[src/tsop_defs.svh]
/*
  Constants for the transport stream output port: register offsets,
  field positions, reset values and timing counts.
  Assumes inclusion by bare name from the port's source files.
*/
`ifndef TSOP_DEFS_SVH
`define TSOP_DEFS_SVH

// Register offsets (byte addresses)
`define TSOP_CTRL_OFS 8'h00
`define TSOP_STAT_OFS 8'h04
`define TSOP_PKT_OFS 8'h08

// Control field layout and reset value
`define TSOP_CTRL_W 6
`define TSOP_CTRL_RST 6'h00

// Status field positions
`define TSOP_ST_BUSY 0
`define TSOP_ST_REF 1
`define TSOP_ST_ERR 2
`define TSOP_ST_START 3

// Stream framing
`define TSOP_PKT_BYTES 188
`define TSOP_BITS_PER_BYTE 8

// Timing: system clock period in ns, byte clock half period and
// reference clock loss timeout, both in system clock cycles
`define TSOP_SYS_CLK_NS 20
`define TSOP_BYTE_HALF 2
`define TSOP_REF_TIMEOUT 64

`endif

[src/tsop_pkg.sv]
/*
  Types shared by the transport stream output port.
  Assumes nothing beyond a SystemVerilog compiler.
*/
`default_nettype none

package tsop_pkg;

  typedef enum logic [1:0] {
    TSOP_ST_IDLE,
    TSOP_ST_LOW,
    TSOP_ST_HIGH
  } tsop_state_t;

  // Bit 0 upward: enable, serial, then the four polarity inverts
  typedef struct packed {
    logic pol_err;
    logic pol_valid;
    logic pol_start;
    logic pol_clk;
    logic serial;
    logic enable;
  } tsop_ctrl_t;

  typedef struct packed {
    logic [7:0] data;
    logic err;
  } tsop_in_t;

  typedef struct packed {
    logic stream_byte_clock;
    logic packet_start_flag;
    logic packet_valid_qualifier;
    logic packet_error_flag;
    logic serial_stream_line;
    logic [7:0] parallel_stream_bus;
  } tsop_stream_t;

endpackage

`default_nettype wire

[src/tsop_port.sv]
/*
  Transport stream output port: takes bytes from the receiver core and
  drives the source-synchronous stream pins in parallel or serial mode.
  Assumes a 50 MHz sys_clk, a byte source with valid/ready handshake and
  a downstream demultiplexer sampling on the edge opposite the launch edge.
*/
// Design decisions made here: the plain strobed port and the address map.
// Behaviour
// - Four stream pin polarities independently configurable
// - All outputs change on one clock edge
// - Packet valid held active in data-only modes
// - Error flag held for whole errored packet
// - Packets are 188 bytes, start marks first
// - Serial start flag lasts eight byte-clock cycles
// - Parallel mode sends one byte per clock
// - Parallel byte clock 50 percent duty
// - Serial mode one bit per clock, 50 percent
// - Async active-low power-on reset, synchronised release
// - Reference clock 25 MHz or 4 MHz
`include "tsop_defs.svh"
`default_nettype none

module tsop_port
  import tsop_pkg::*;
#(
  parameter int unsigned HALF_CYCLES = `TSOP_BYTE_HALF,
  parameter int unsigned PKT_BYTES = `TSOP_PKT_BYTES,
  parameter int unsigned REF_TIMEOUT = `TSOP_REF_TIMEOUT
) (
  // Clock and resets
  input wire logic sys_clk,
  input wire logic srst,
  input wire logic power_on_reset_n,
  // Reference clock pin
  input wire logic reference_clock_input,
  // Register port
  input wire logic [7:0] reg_addr,
  input wire logic [31:0] reg_wr_data,
  input wire logic reg_wr,
  input wire logic reg_rd,
  output logic [31:0] reg_rd_data,
  // Byte source
  input wire tsop_in_t src_byte,
  input wire logic src_valid,
  output logic src_ready,
  // Stream pins
  output var tsop_stream_t stream_out
);

  localparam logic [7:0] LAST_POS = 8'(PKT_BYTES - 1);
  localparam logic [15:0] HALF_LAST = 16'(HALF_CYCLES - 1);
  localparam logic [15:0] REF_LIMIT = 16'(REF_TIMEOUT);
  localparam logic [3:0] BYTE_BITS = 4'(`TSOP_BITS_PER_BYTE);

  logic rst;
  tsop_ctrl_t ctrl_q;
  tsop_state_t state_q;
  logic [15:0] half_cnt_q;
  logic [2:0] bit_q;
  logic [7:0] pos_q;
  logic [7:0] shift_q;
  logic start_q;
  logic err_q;
  logic [15:0] pkt_cnt_q;
  logic [2:0] ref_sync_q;
  logic ref_level_q;
  logic [15:0] ref_idle_q;
  logic ref_alive_q;
  logic [31:0] rd_data_q;
  logic half_done;
  logic need_byte;
  logic at_launch;
  logic take;
  logic next_bit;
  logic launch;
  logic first_next;

  tsop_rst_sync u_rst_sync (
    .sys_clk(sys_clk),
    .srst(srst),
    .power_on_reset_n(power_on_reset_n),
    .rst_out(rst)
  );

  // Launch points: parked idle, or the end of the high phase
  assign half_done = (half_cnt_q == HALF_LAST);
  assign need_byte = !ctrl_q.serial || (bit_q == 3'h7);
  assign at_launch = (state_q == TSOP_ST_IDLE) || ((state_q == TSOP_ST_HIGH) && half_done);
  assign src_ready = ctrl_q.enable && need_byte && at_launch;
  assign take = src_ready && src_valid;
  assign next_bit = ctrl_q.enable && !need_byte && (state_q == TSOP_ST_HIGH) && half_done;
  assign launch = take || next_bit;
  assign first_next = (pos_q == LAST_POS);

  // Byte clock phase machine; the clock parks high when starved
  always_ff @(posedge sys_clk) begin
    if (rst || !ctrl_q.enable) begin
      state_q <= TSOP_ST_IDLE;
      half_cnt_q <= 16'h0000;
    end else begin
      case (state_q)
        TSOP_ST_IDLE: begin
          if (launch) begin
            state_q <= TSOP_ST_LOW;
            half_cnt_q <= 16'h0000;
          end
        end
        TSOP_ST_LOW: begin
          if (half_done) begin
            state_q <= TSOP_ST_HIGH;
            half_cnt_q <= 16'h0000;
          end else begin
            half_cnt_q <= half_cnt_q + 16'h0001;
          end
        end
        TSOP_ST_HIGH: begin
          if (half_done) begin
            state_q <= launch ? TSOP_ST_LOW : TSOP_ST_IDLE;
            half_cnt_q <= 16'h0000;
          end else begin
            half_cnt_q <= half_cnt_q + 16'h0001;
          end
        end
        default: begin
          state_q <= TSOP_ST_IDLE;
          half_cnt_q <= 16'h0000;
        end
      endcase
    end
  end

  // Packet position; disabling realigns so the next byte starts a packet
  always_ff @(posedge sys_clk) begin
    if (rst || !ctrl_q.enable) begin
      pos_q <= LAST_POS;
      bit_q <= 3'h7;
    end else if (take) begin
      pos_q <= first_next ? 8'h00 : pos_q + 8'h01;
      bit_q <= 3'h0;
    end else if (next_bit) begin
      bit_q <= bit_q + 3'h1;
    end
  end

  // Byte and flag shadow, loaded on the launch edge
  always_ff @(posedge sys_clk) begin
    if (rst) begin
      shift_q <= 8'h00;
      start_q <= 1'b0;
      err_q <= 1'b0;
    end else if (!ctrl_q.enable) begin
      start_q <= 1'b0;
      err_q <= 1'b0;
    end else if (take) begin
      shift_q <= src_byte.data;
      start_q <= first_next;
      if (first_next) begin
        err_q <= src_byte.err;
      end
    end else if (next_bit) begin
      shift_q <= {shift_q[6:0], 1'b0};
    end
  end

  // Pins follow the shadow by one cycle, all on the same sys_clk edge
  always_ff @(posedge sys_clk) begin
    if (rst) begin
      stream_out <= '0;
    end else begin
      stream_out.stream_byte_clock <= (state_q != TSOP_ST_LOW) ^ ctrl_q.pol_clk;
      stream_out.packet_start_flag <= start_q ^ ctrl_q.pol_start;
      stream_out.packet_valid_qualifier <= ctrl_q.enable ^ ctrl_q.pol_valid;
      stream_out.packet_error_flag <= err_q ^ ctrl_q.pol_err;
      stream_out.serial_stream_line <= ctrl_q.serial & shift_q[7];
      stream_out.parallel_stream_bus <= ctrl_q.serial ? 8'h00 : shift_q;
    end
  end

  // Reference clock watchdog; 25 MHz sampled at 50 MHz may alias, so
  // only presence is reported, never frequency
  always_ff @(posedge sys_clk) begin
    if (rst) begin
      ref_sync_q <= 3'h0;
      ref_level_q <= 1'b0;
      ref_idle_q <= 16'h0000;
      ref_alive_q <= 1'b0;
    end else begin
      ref_sync_q <= {ref_sync_q[1:0], reference_clock_input};
      // A 25 MHz input flips on every sample and never settles, so
      // disagreement of the late stages counts as activity too
      if (ref_sync_q[1] != ref_sync_q[2]) begin
        ref_idle_q <= 16'h0000;
      end else if (ref_sync_q[2] != ref_level_q) begin
        ref_level_q <= ref_sync_q[2];
        ref_idle_q <= 16'h0000;
      end else if (ref_idle_q < REF_LIMIT) begin
        ref_idle_q <= ref_idle_q + 16'h0001;
      end
      ref_alive_q <= (ref_idle_q < REF_LIMIT);
    end
  end

  // Control register; mode and polarity steer the pins directly
  always_ff @(posedge sys_clk) begin
    if (rst) begin
      ctrl_q <= tsop_ctrl_t'(`TSOP_CTRL_RST);
    end else if (reg_wr && (reg_addr == `TSOP_CTRL_OFS)) begin
      ctrl_q <= tsop_ctrl_t'(reg_wr_data[`TSOP_CTRL_W-1:0]);
    end
  end

  // Packet counter; a write to its offset clears it, and a new packet that same cycle leaves it at 1
  always_ff @(posedge sys_clk) begin
    if (rst) begin
      pkt_cnt_q <= 16'h0000;
    end else if (take && first_next) begin
      pkt_cnt_q <= (reg_wr && (reg_addr == `TSOP_PKT_OFS)) ? 16'h0001 : pkt_cnt_q + 16'h0001;
    end else if (reg_wr && (reg_addr == `TSOP_PKT_OFS)) begin
      pkt_cnt_q <= 16'h0000;
    end
  end

  // Read data stand from the cycle after the strobe for as long as the strobe is held
  always_ff @(posedge sys_clk) begin
    if (rst || !reg_rd) begin
      rd_data_q <= 32'h0000_0000;
    end else begin
      case (reg_addr)
        `TSOP_CTRL_OFS: rd_data_q <= {26'h0, ctrl_q};
        `TSOP_STAT_OFS: begin
          rd_data_q <= 32'h0000_0000;
          rd_data_q[`TSOP_ST_BUSY] <= (state_q != TSOP_ST_IDLE);
          rd_data_q[`TSOP_ST_REF] <= ref_alive_q;
          rd_data_q[`TSOP_ST_ERR] <= err_q;
          rd_data_q[`TSOP_ST_START] <= start_q;
        end
        `TSOP_PKT_OFS: rd_data_q <= {16'h0, pkt_cnt_q};
        default: rd_data_q <= 32'h0000_0000;
      endcase
    end
  end

  assign reg_rd_data = rd_data_q;

  // Assertion helpers: cycles since last launch, bits under start
  logic [15:0] gap_q;
  logic [3:0] start_bits_q;

  always_ff @(posedge sys_clk) begin
    if (rst || launch) begin
      gap_q <= 16'h0000;
    end else if (gap_q != 16'hffff) begin
      gap_q <= gap_q + 16'h0001;
    end
  end

  always_ff @(posedge sys_clk) begin
    if (rst) begin
      start_bits_q <= 4'h0;
    end else if (take) begin
      start_bits_q <= first_next ? 4'h1 : 4'h0;
    end else if (next_bit && start_q) begin
      start_bits_q <= start_bits_q + 4'h1;
    end
  end

  a_clock_period: assert property (
    @(posedge sys_clk) disable iff (rst)
    (launch && (state_q == TSOP_ST_HIGH)) |-> (gap_q == 16'(2 * HALF_CYCLES - 1)))
    else $error("byte clock period or duty wrong");

  a_data_on_fall: assert property (
    @(posedge sys_clk) disable iff (rst)
    $changed(shift_q) |-> ((state_q == TSOP_ST_LOW) && ($past(state_q) != TSOP_ST_LOW)))
    else $error("data changed away from the launch edge");

  a_valid_held: assert property (
    @(posedge sys_clk) disable iff (rst)
    ctrl_q.enable ##1 ctrl_q.enable |-> (stream_out.packet_valid_qualifier != $past(ctrl_q.pol_valid)))
    else $error("packet valid not held active");

  a_err_whole_pkt: assert property (
    @(posedge sys_clk) disable iff (rst)
    ($changed(err_q) && ctrl_q.enable && $past(ctrl_q.enable)) |-> (pos_q == 8'h00) && start_q)
    else $error("error flag changed inside a packet");

  a_pkt_wrap: assert property (
    @(posedge sys_clk) disable iff (rst)
    (take && (pos_q == LAST_POS)) |=> ((pos_q == 8'h00) && start_q))
    else $error("packet not 188 bytes");

  a_start_first: assert property (
    @(posedge sys_clk) disable iff (rst)
    start_q |-> (pos_q == 8'h00))
    else $error("start flag away from first byte");

  a_serial_start_len: assert property (
    @(posedge sys_clk) disable iff (rst)
    (ctrl_q.serial && take && start_q) |-> (start_bits_q == BYTE_BITS))
    else $error("serial start flag not eight clocks");

  a_par_start_once: assert property (
    @(posedge sys_clk) disable iff (rst)
    (!ctrl_q.serial && take && start_q) |=> !start_q)
    else $error("parallel start flag longer than one byte");

  a_par_byte_clock: assert property (
    @(posedge sys_clk) disable iff (rst)
    (!ctrl_q.serial && launch) |-> take)
    else $error("parallel launch without a new byte");

endmodule

`default_nettype wire

[src/tsop_rst_sync.sv]
/*
  Power-on reset synchroniser for the transport stream output port.
  Assumes an asynchronous active-low reset pin and a free-running sys_clk.
*/
`default_nettype none

module tsop_rst_sync (
  // Clock and resets
  input wire logic sys_clk,
  input wire logic srst,
  input wire logic power_on_reset_n,
  // Combined internal reset
  output logic rst_out
);

  logic [2:0] sync_q;

  // Assertion is immediate, release waits for two clean stages
  always_ff @(posedge sys_clk or negedge power_on_reset_n) begin
    if (!power_on_reset_n) begin
      sync_q <= 3'h7;
    end else begin
      sync_q <= {sync_q[1:0], 1'b0};
    end
  end

  assign rst_out = srst | sync_q[1] | sync_q[2];

  a_por_hold: assert property (
    @(posedge sys_clk) disable iff (srst)
    $rose(power_on_reset_n) |-> rst_out ##1 rst_out)
    else $error("internal reset released too early");

  a_por_assert: assert property (
    @(posedge sys_clk) disable iff (srst)
    !power_on_reset_n |-> rst_out)
    else $error("internal reset not active while pin low");

endmodule

`default_nettype wire

[config.mk]
export PLATFORM = sky130hd
export DESIGN_NAME = tsop_port
export DESIGN_NICKNAME = d
export VERILOG_FILES = /design/src/tsop_pkg.sv /design/src/tsop_port.sv /design/src/tsop_rst_sync.sv
export VERILOG_INCLUDE_DIRS = /design/src
export SDC_FILE = /design/constraint.sdc
export NUM_CORES = 1
export LEC_CHECK = 0
export ABC_AREA = 1
export BUFFER_PORTS_ARGS = -buffer_cell sky130_fd_sc_hd__buf_4
export CAP_MARGIN = 20
export CORE_UTILIZATION = 55
export CTS_CLUSTER_SIZE = 8
export DETAILED_ROUTE_END_ITERATION = 7
export HOLD_SLACK_MARGIN = 0.06
export PLACE_DENSITY = 0.8
export SETUP_SLACK_MARGIN = 0.4
export SLEW_MARGIN = 0
export SYNTH_ARGS = -nofsm -noshare
export SYNTH_HDL_FRONTEND = slang
export SYNTH_SLANG_ARGS = --single-unit
[constraint.sdc]
create_clock -name sys_clk -period 2.19 [get_ports sys_clk]
set_input_delay 0.219 -clock sys_clk [delete_from_list [all_inputs] [get_ports sys_clk]]
set_output_delay 0.219 -clock sys_clk [all_outputs]
set_load 0.01 [all_outputs]
=== Yosys cells after proc, flatten, opt, wreduce, memory -nomap -nowiden ===
Cells that the tools add are included.

* Input bits: 56
* Logic and storage cells: 103
* Output and inout port bits: 46
* Register bits: 130

* Magnitude comparators: 1
* Reductions and logical operators: 32
* Equality and inequality tests: 13
* Multiplexer cells: 17
* Bitwise gates (word level): 9
* Add/subtract/negate cells: 5

{| class="wikitable"
|+ Operators by type and width
! cell !! number
|-
| 2-to-1 mux 16 bit || 5
|-
| adder 16 x 1 -> 16 bit (second input constant) || 3
|-
| case mux 16 bit (3 select lines) || 1
|-
| case mux 16 bit (2 select lines) || 1
|-
| 2-to-1 mux 8 bit || 3
|-
| equality test 16 x 1 -> 1 bit (second input constant) || 1
|-
| less-than comparator 16 x 7 -> 1 bit (second input constant) || 1
|-
| logical AND 1 bit || 10
|-
| adder 8 x 1 -> 8 bit (second input constant) || 1
|-
| equality test 8 x 3 -> 1 bit (second input constant) || 1
|-
| equality test 8 x 4 -> 1 bit (second input constant) || 1
|-
| equality test 8 bit (second input constant) || 1
|-
| logical NOT 8 bit || 1
|-
| 2-to-1 mux 2 bit || 3
|-
| 2-to-1 mux 3 bit || 2
|-
| inequality test 2 bit (second input constant) || 3
|-
| case mux 2 bit (3 select lines) || 1
|-
| AND reduction 2 bit || 3
|-
| nonzero test 2 bit || 3
|-
| OR reduction 2 bit || 3
|-
| logical OR 1 bit || 5
|-
| logical NOT 1 bit || 4
|-
| bitwise XOR 1 bit || 4
|-
| adder 3 x 1 -> 3 bit (second input constant) || 1
|-
| 12 further kinds || 15
|}

=== Depth between registers and ports, before layout ===
* Depth after elaboration: 10
* Gate-level depth with buffers: 13

=== Cells and area by module ===
From an unflattened synthesis, not the netlist that was laid out.

* Cell total of the unflattened synthesis: 691
* Area, all modules: 5156.2 µm²

{| class="wikitable"
|+ Modules (own cells, without submodules)
! module !! seq. area each (µm²) !! area an instance (µm²) !! cells each !! instances
|-
| tsop_port || 2222.1 || 5062.4 || 684 || 1
|-
| tsop_rst_sync || 78.8 || 93.8 || 7 || 1
|}

=== Least setup slack after synthesis ===
No wires, ideal clock.

* Kind: register to register
* Start: reg bit_q[0]
* End: reg half_cnt_q[5]
* Setup slack: 527 ps
* Stages on the path, launching flop included: 12
* Setup time: 115 ps
* Data arrival time: 1548 ps
* Buffers on the path: 0
* Cells stage by stage: dfxtp_1 ha_1 ha_1 nor2_1 nand2_1 or2_1 nand3_4 nand2_1 nand2_1 inv_2 nand2_1 nor2_1

* Cells in the longest elaborated chain, start to end: 8
* Elaborated cells between the ends (all ways): 11
* Classes of those cells: 2 x eq/ne; 9 x reduce/logical

{| class="wikitable"
|+ Ends and longest elaborated chain
! item !! RTL line !! text
|-
| start, declared || tsop_port.sv:59 || <nowiki>logic [2:0] bit_q;</nowiki>
|-
| start signal, assigned || tsop_port.sv:141 || <nowiki>bit_q <= bit_q + 3'h1;</nowiki>
|-
| equality test 3 bit (*) || tsop_port.sv:87 || <nowiki>assign need_byte = !ctrl_q.serial || (bit_q == 3'h7);</nowiki>
|-
| logical OR 1 bit (*) || tsop_port.sv:87 ||
|-
| logical NOT 1 bit || tsop_port.sv:91 || <nowiki>assign next_bit = ctrl_q.enable && !need_byte && (state_q == TSOP_ST_HIGH) && half_done;</nowiki>
|-
| logical AND 1 bit (3 in series) || tsop_port.sv:91 ||
|-
| logical OR 1 bit (*) || tsop_port.sv:92 || <nowiki>assign launch = take || next_bit;</nowiki>
|-
| inequality test 2 bit (no line) (*) || -- ||
|-
| end signal, assigned || tsop_port.sv:113 || <nowiki>half_cnt_q <= half_cnt_q + 16'h0001;</nowiki>
|-
| end signal, assigned || tsop_port.sv:121 || <nowiki>half_cnt_q <= half_cnt_q + 16'h0001;</nowiki>
|-
| end, declared || tsop_port.sv:58 || <nowiki>logic [15:0] half_cnt_q;</nowiki>
|}

Every way passes the cells marked *; elsewhere a longest branch is shown, timed or not.
A chain may end at the register's enable or synchronous reset.

=== Worst setup path after layout ===
* Start: reg half_cnt_q[5]
* End: out src_ready

* Cells in the longest elaborated chain, start to end: 4

{| class="wikitable"
|+ Ends and longest elaborated chain
! item !! RTL line !! text
|-
| equality test 16 x 1 -> 1 bit || tsop_port.sv:86 || <nowiki>assign half_done = (half_cnt_q == HALF_LAST);</nowiki>
|-
| logical AND 1 bit || tsop_port.sv:88 || <nowiki>assign at_launch = (state_q == TSOP_ST_IDLE) || ((state_q == TSOP_ST_HIGH) && half_done);</nowiki>
|-
| logical OR 1 bit || tsop_port.sv:88 ||
|-
| logical AND 1 bit || tsop_port.sv:89 || <nowiki>assign src_ready = ctrl_q.enable && need_byte && at_launch;</nowiki>
|-
| end, declared || tsop_port.sv:45 || <nowiki>output logic src_ready,</nowiki>
|}

No other way between the ends.

==> metrics <==
Pins Over Slew Limit=0; Placed Area=0.00556 sq mm; remaining antenna violation count=0; initial DRC count=422; post-route setup TNS=0 ps; worst reg2reg path depth=10; Synth Area per Inst=7.55 sq um; CP peak stage delay=350 ps; Cell Chain, Critical Path=nor2_1 > nand2_2 > nor2_4 > nand3_4 > a21boi_4 > buf_6; Reg2Reg Setup Slack=330 ps; slew at the pin closest to its max-slew limit=613 ps; worst-path fanout max=5; number of antenna cells inserted=0; CTS buffer count=17; H-tree depth=4; routability cong.=0.908; via/cell ratio=5.54; yosys warns=0; Root Buffer=clkbuf_8; slowest CP cell=dfxtp_2; Startpoint Class=flip-flop; failing checks=DRC; flops & latches, synth=114; PD cells=738 mW/mm^2; Area growth syn-to-layout=37.6%; die area=0.00957 sq mm; # DRC=8; register area share after synthesis=45.6%; Worst-Skew Late Latency=520 ps; number of nets in the layout=861; row count=34; Slew headroom=58.8%; FILL cells=553; Worst Path Required=1970 ps; r2r endpoint=half_cnt_q[13]; clk sinks=114; reg-to-reg startpoint=half_cnt_q[5]; Die X=97.8 microns; status=complete, but fails checks; hold path startpoint=src_valid; Worst Hold End=shift_q[1]; final WL=14,100 microns; Final Cycle Share=86.1%; CP startpoint=half_cnt_q[5]; CTS tree=yes; core area=0.00881 sq mm; Clock Tree Buf Depth=2; IO Port Bufs=59; die height=97.8 microns; hold path cells=3; clock skew=7.89 ps; first-pass GRT wire length=21,300 microns; CP arrival=1670 ps; drt wl/cell=15.5 microns; initial antenna violation count=0; Max IR drop VDD=0.615 mV; # setup viols final=0; Finished Cell Area=0.00695 sq mm; via count=5,067; io pins=102; starting density of the core=57.3%; grt ovf=0; Overall Power=5.13 mW; vias in the first global route=4,733; # Max-Cap Violations=0; RSZ-0062 raised after global routing=yes; Leakage=2.75 nW; drt pass-1 iters=8; Max Freq=530 MHz; crit path capture type=primary output; pin count of the biggest net entering global routing=20; type of the most critical hold path=input port to flip-flop; Cell variety after synth=42; layout cells sized above 1=26.7%; final critical-path required period=1890 ps; final core utilization=78.9%; clock-pin transition on the worst setup and hold timing paths=60 ps; Overall Global Routing Usage=28.1%; detailed placer's ending HPWL=7980 microns; Syn Inst Count=669; Mapped Area=0.00505 sq mm; critical path type=flip-flop to primary output; Final Hold Fails=0
-- flip-flops by register name, summed over array words and instances (netlist names), 3 cells and up --
register	flops
half_cnt_q	16
pkt_cnt_q	16
ref_idle_q	16
reg_rd_data	16
stream_out	13
pos_q	8
shift_q	8
ctrl_q	6
bit_q	3
ref_sync_q	3
u_rst_sync.sync_q	3
-- critical path: cells and delay by family (launching register included) --
kind                   cells  cell delay (ps)
AOI/OAI and AO/OA          1              160
buffers and inverters      1              120
DFF                        1              350
and+or+nand+nor            4              520
-- cell families (layout without fill, tap and decap cells) --
logic type | count (synthesis) | after routing | share of synthesized area (%)
adder cells (fa/ha/maj) | 11 | 11 | 2.73
AO/OA/AOI/OAI | 91 | 91 | 10.1
flip-flops | 114 | 114 | 45.6
buffers and inverters | 112 | 233 | 10.0
AND/OR/NAND/NOR | 321 | 321 | 28.2
other | 1 | 17 | 0.0743
XOR/XNOR | 19 | 19 | 3.30
-- cell usage in the layout (no fill, tap or decap), drive strengths merged, types with 7 or more instances in the layout --
master,count
nor3,23
o21ai,24
xor2,12
dlygate4sd3,18
conb,17
buf,102
nand2,114
clkbuf,19
inv,81
nand4,14
dfxtp,111
nor2,110
ha,11
nand3,45
clkinv,7
xnor2,7
a31oi,8
a21oi,44
-- cell type report --
type / instances / area (sq um) / area share, %
Sequential cell: 114 / 2330 / 33.6
Clock inverter: 12 / 189 / 2.72
Clock buffer: 19 / 432 / 6.21
Timing Repair Buffer: 120 / 970 / 14.0
Multi-Input combinational cell: 459 / 2570 / 37.0
Tap cell: 108 / 135 / 1.95
Inverter: 82 / 319 / 4.59
-- worst max path at each step --
stage	end	slack [ps]	depth (start not counted)
floorplan	half_cnt_q[5]	530	11
global placement	pkt_cnt_q[8]	250	10
detailed placement	pkt_cnt_q[8]	210	10
CTS	src_ready	290	6
global route	half_cnt_q[13]	260	9
finish	src_ready	300	6
-- timing repair --
action                                 CTS  global route
setup buffers                           17            15
pin swaps                               11            27
hold buffers                            18             0
endpoints found under the hold margin   20             0
gates cloned                             0             1
gates resized for setup                 38            64
setup endpoints to repair               69            57
-- per-layer routing --
metal	vias to the layer above	track usage, %	wire (microns)
li1	2393	-	-
met1	2347	31.0	5440
met2	266	49.5	7280
met3	61	6.66	902
met4	0	16.3	515
met5	-	0	0
-- synth_stat cells (all sizes together) --
cell	n	area share, %
nand2	114	8.5
dfxtp	111	44
nor2	110	8.4
inv	82	6.1
nand3	45	4.9
a21oi	44	4.4
buf	25	3.6
o21ai	24	2.4
nor3	23	2.5
nand4	14	1.9
xor2	12	2.1
ha	11	2.7
a31oi	8	0.99
xnor2	7	1.2
clkbuf	5	0.37
nand3b	5	0.74
and3	3	0.37
dfstp	3	1.6
or2	3	0.37
a211oi	2	0.30
nor3b	2	0.30
nor4	2	0.25
o211ai	2	0.30
o21a	2	0.30
o22ai	2	0.25
o311ai	2	0.35
o31ai	2	0.30
a21boi	1	0.22
a221oi	1	0.17
a31o	1	0.17
conb	1	0.074
-- stage by stage --
| stage | setup WS (ps) | std cells | hold slack, ps |
|---|---|---|---|
| after detailed placement | 206 | 832 | 175 |
| after floorplan | 527 | 685 | 71.2 |
| after CTS | 295 | 898 | 61.7 |
| after global routing | 264 | 914 | 93.8 |
| final | 303 | 914 | 83.7 |
| after global placement | 252 | 832 | 171 |
-- report_power, final --
part / internal, mW / switching (mW)
Combinational: 0.0668 / 0.0633
Clock: 1.97 / 0.942
Sequential: 2.08 / 0.00408
Power figures use the tool's default switching activity.
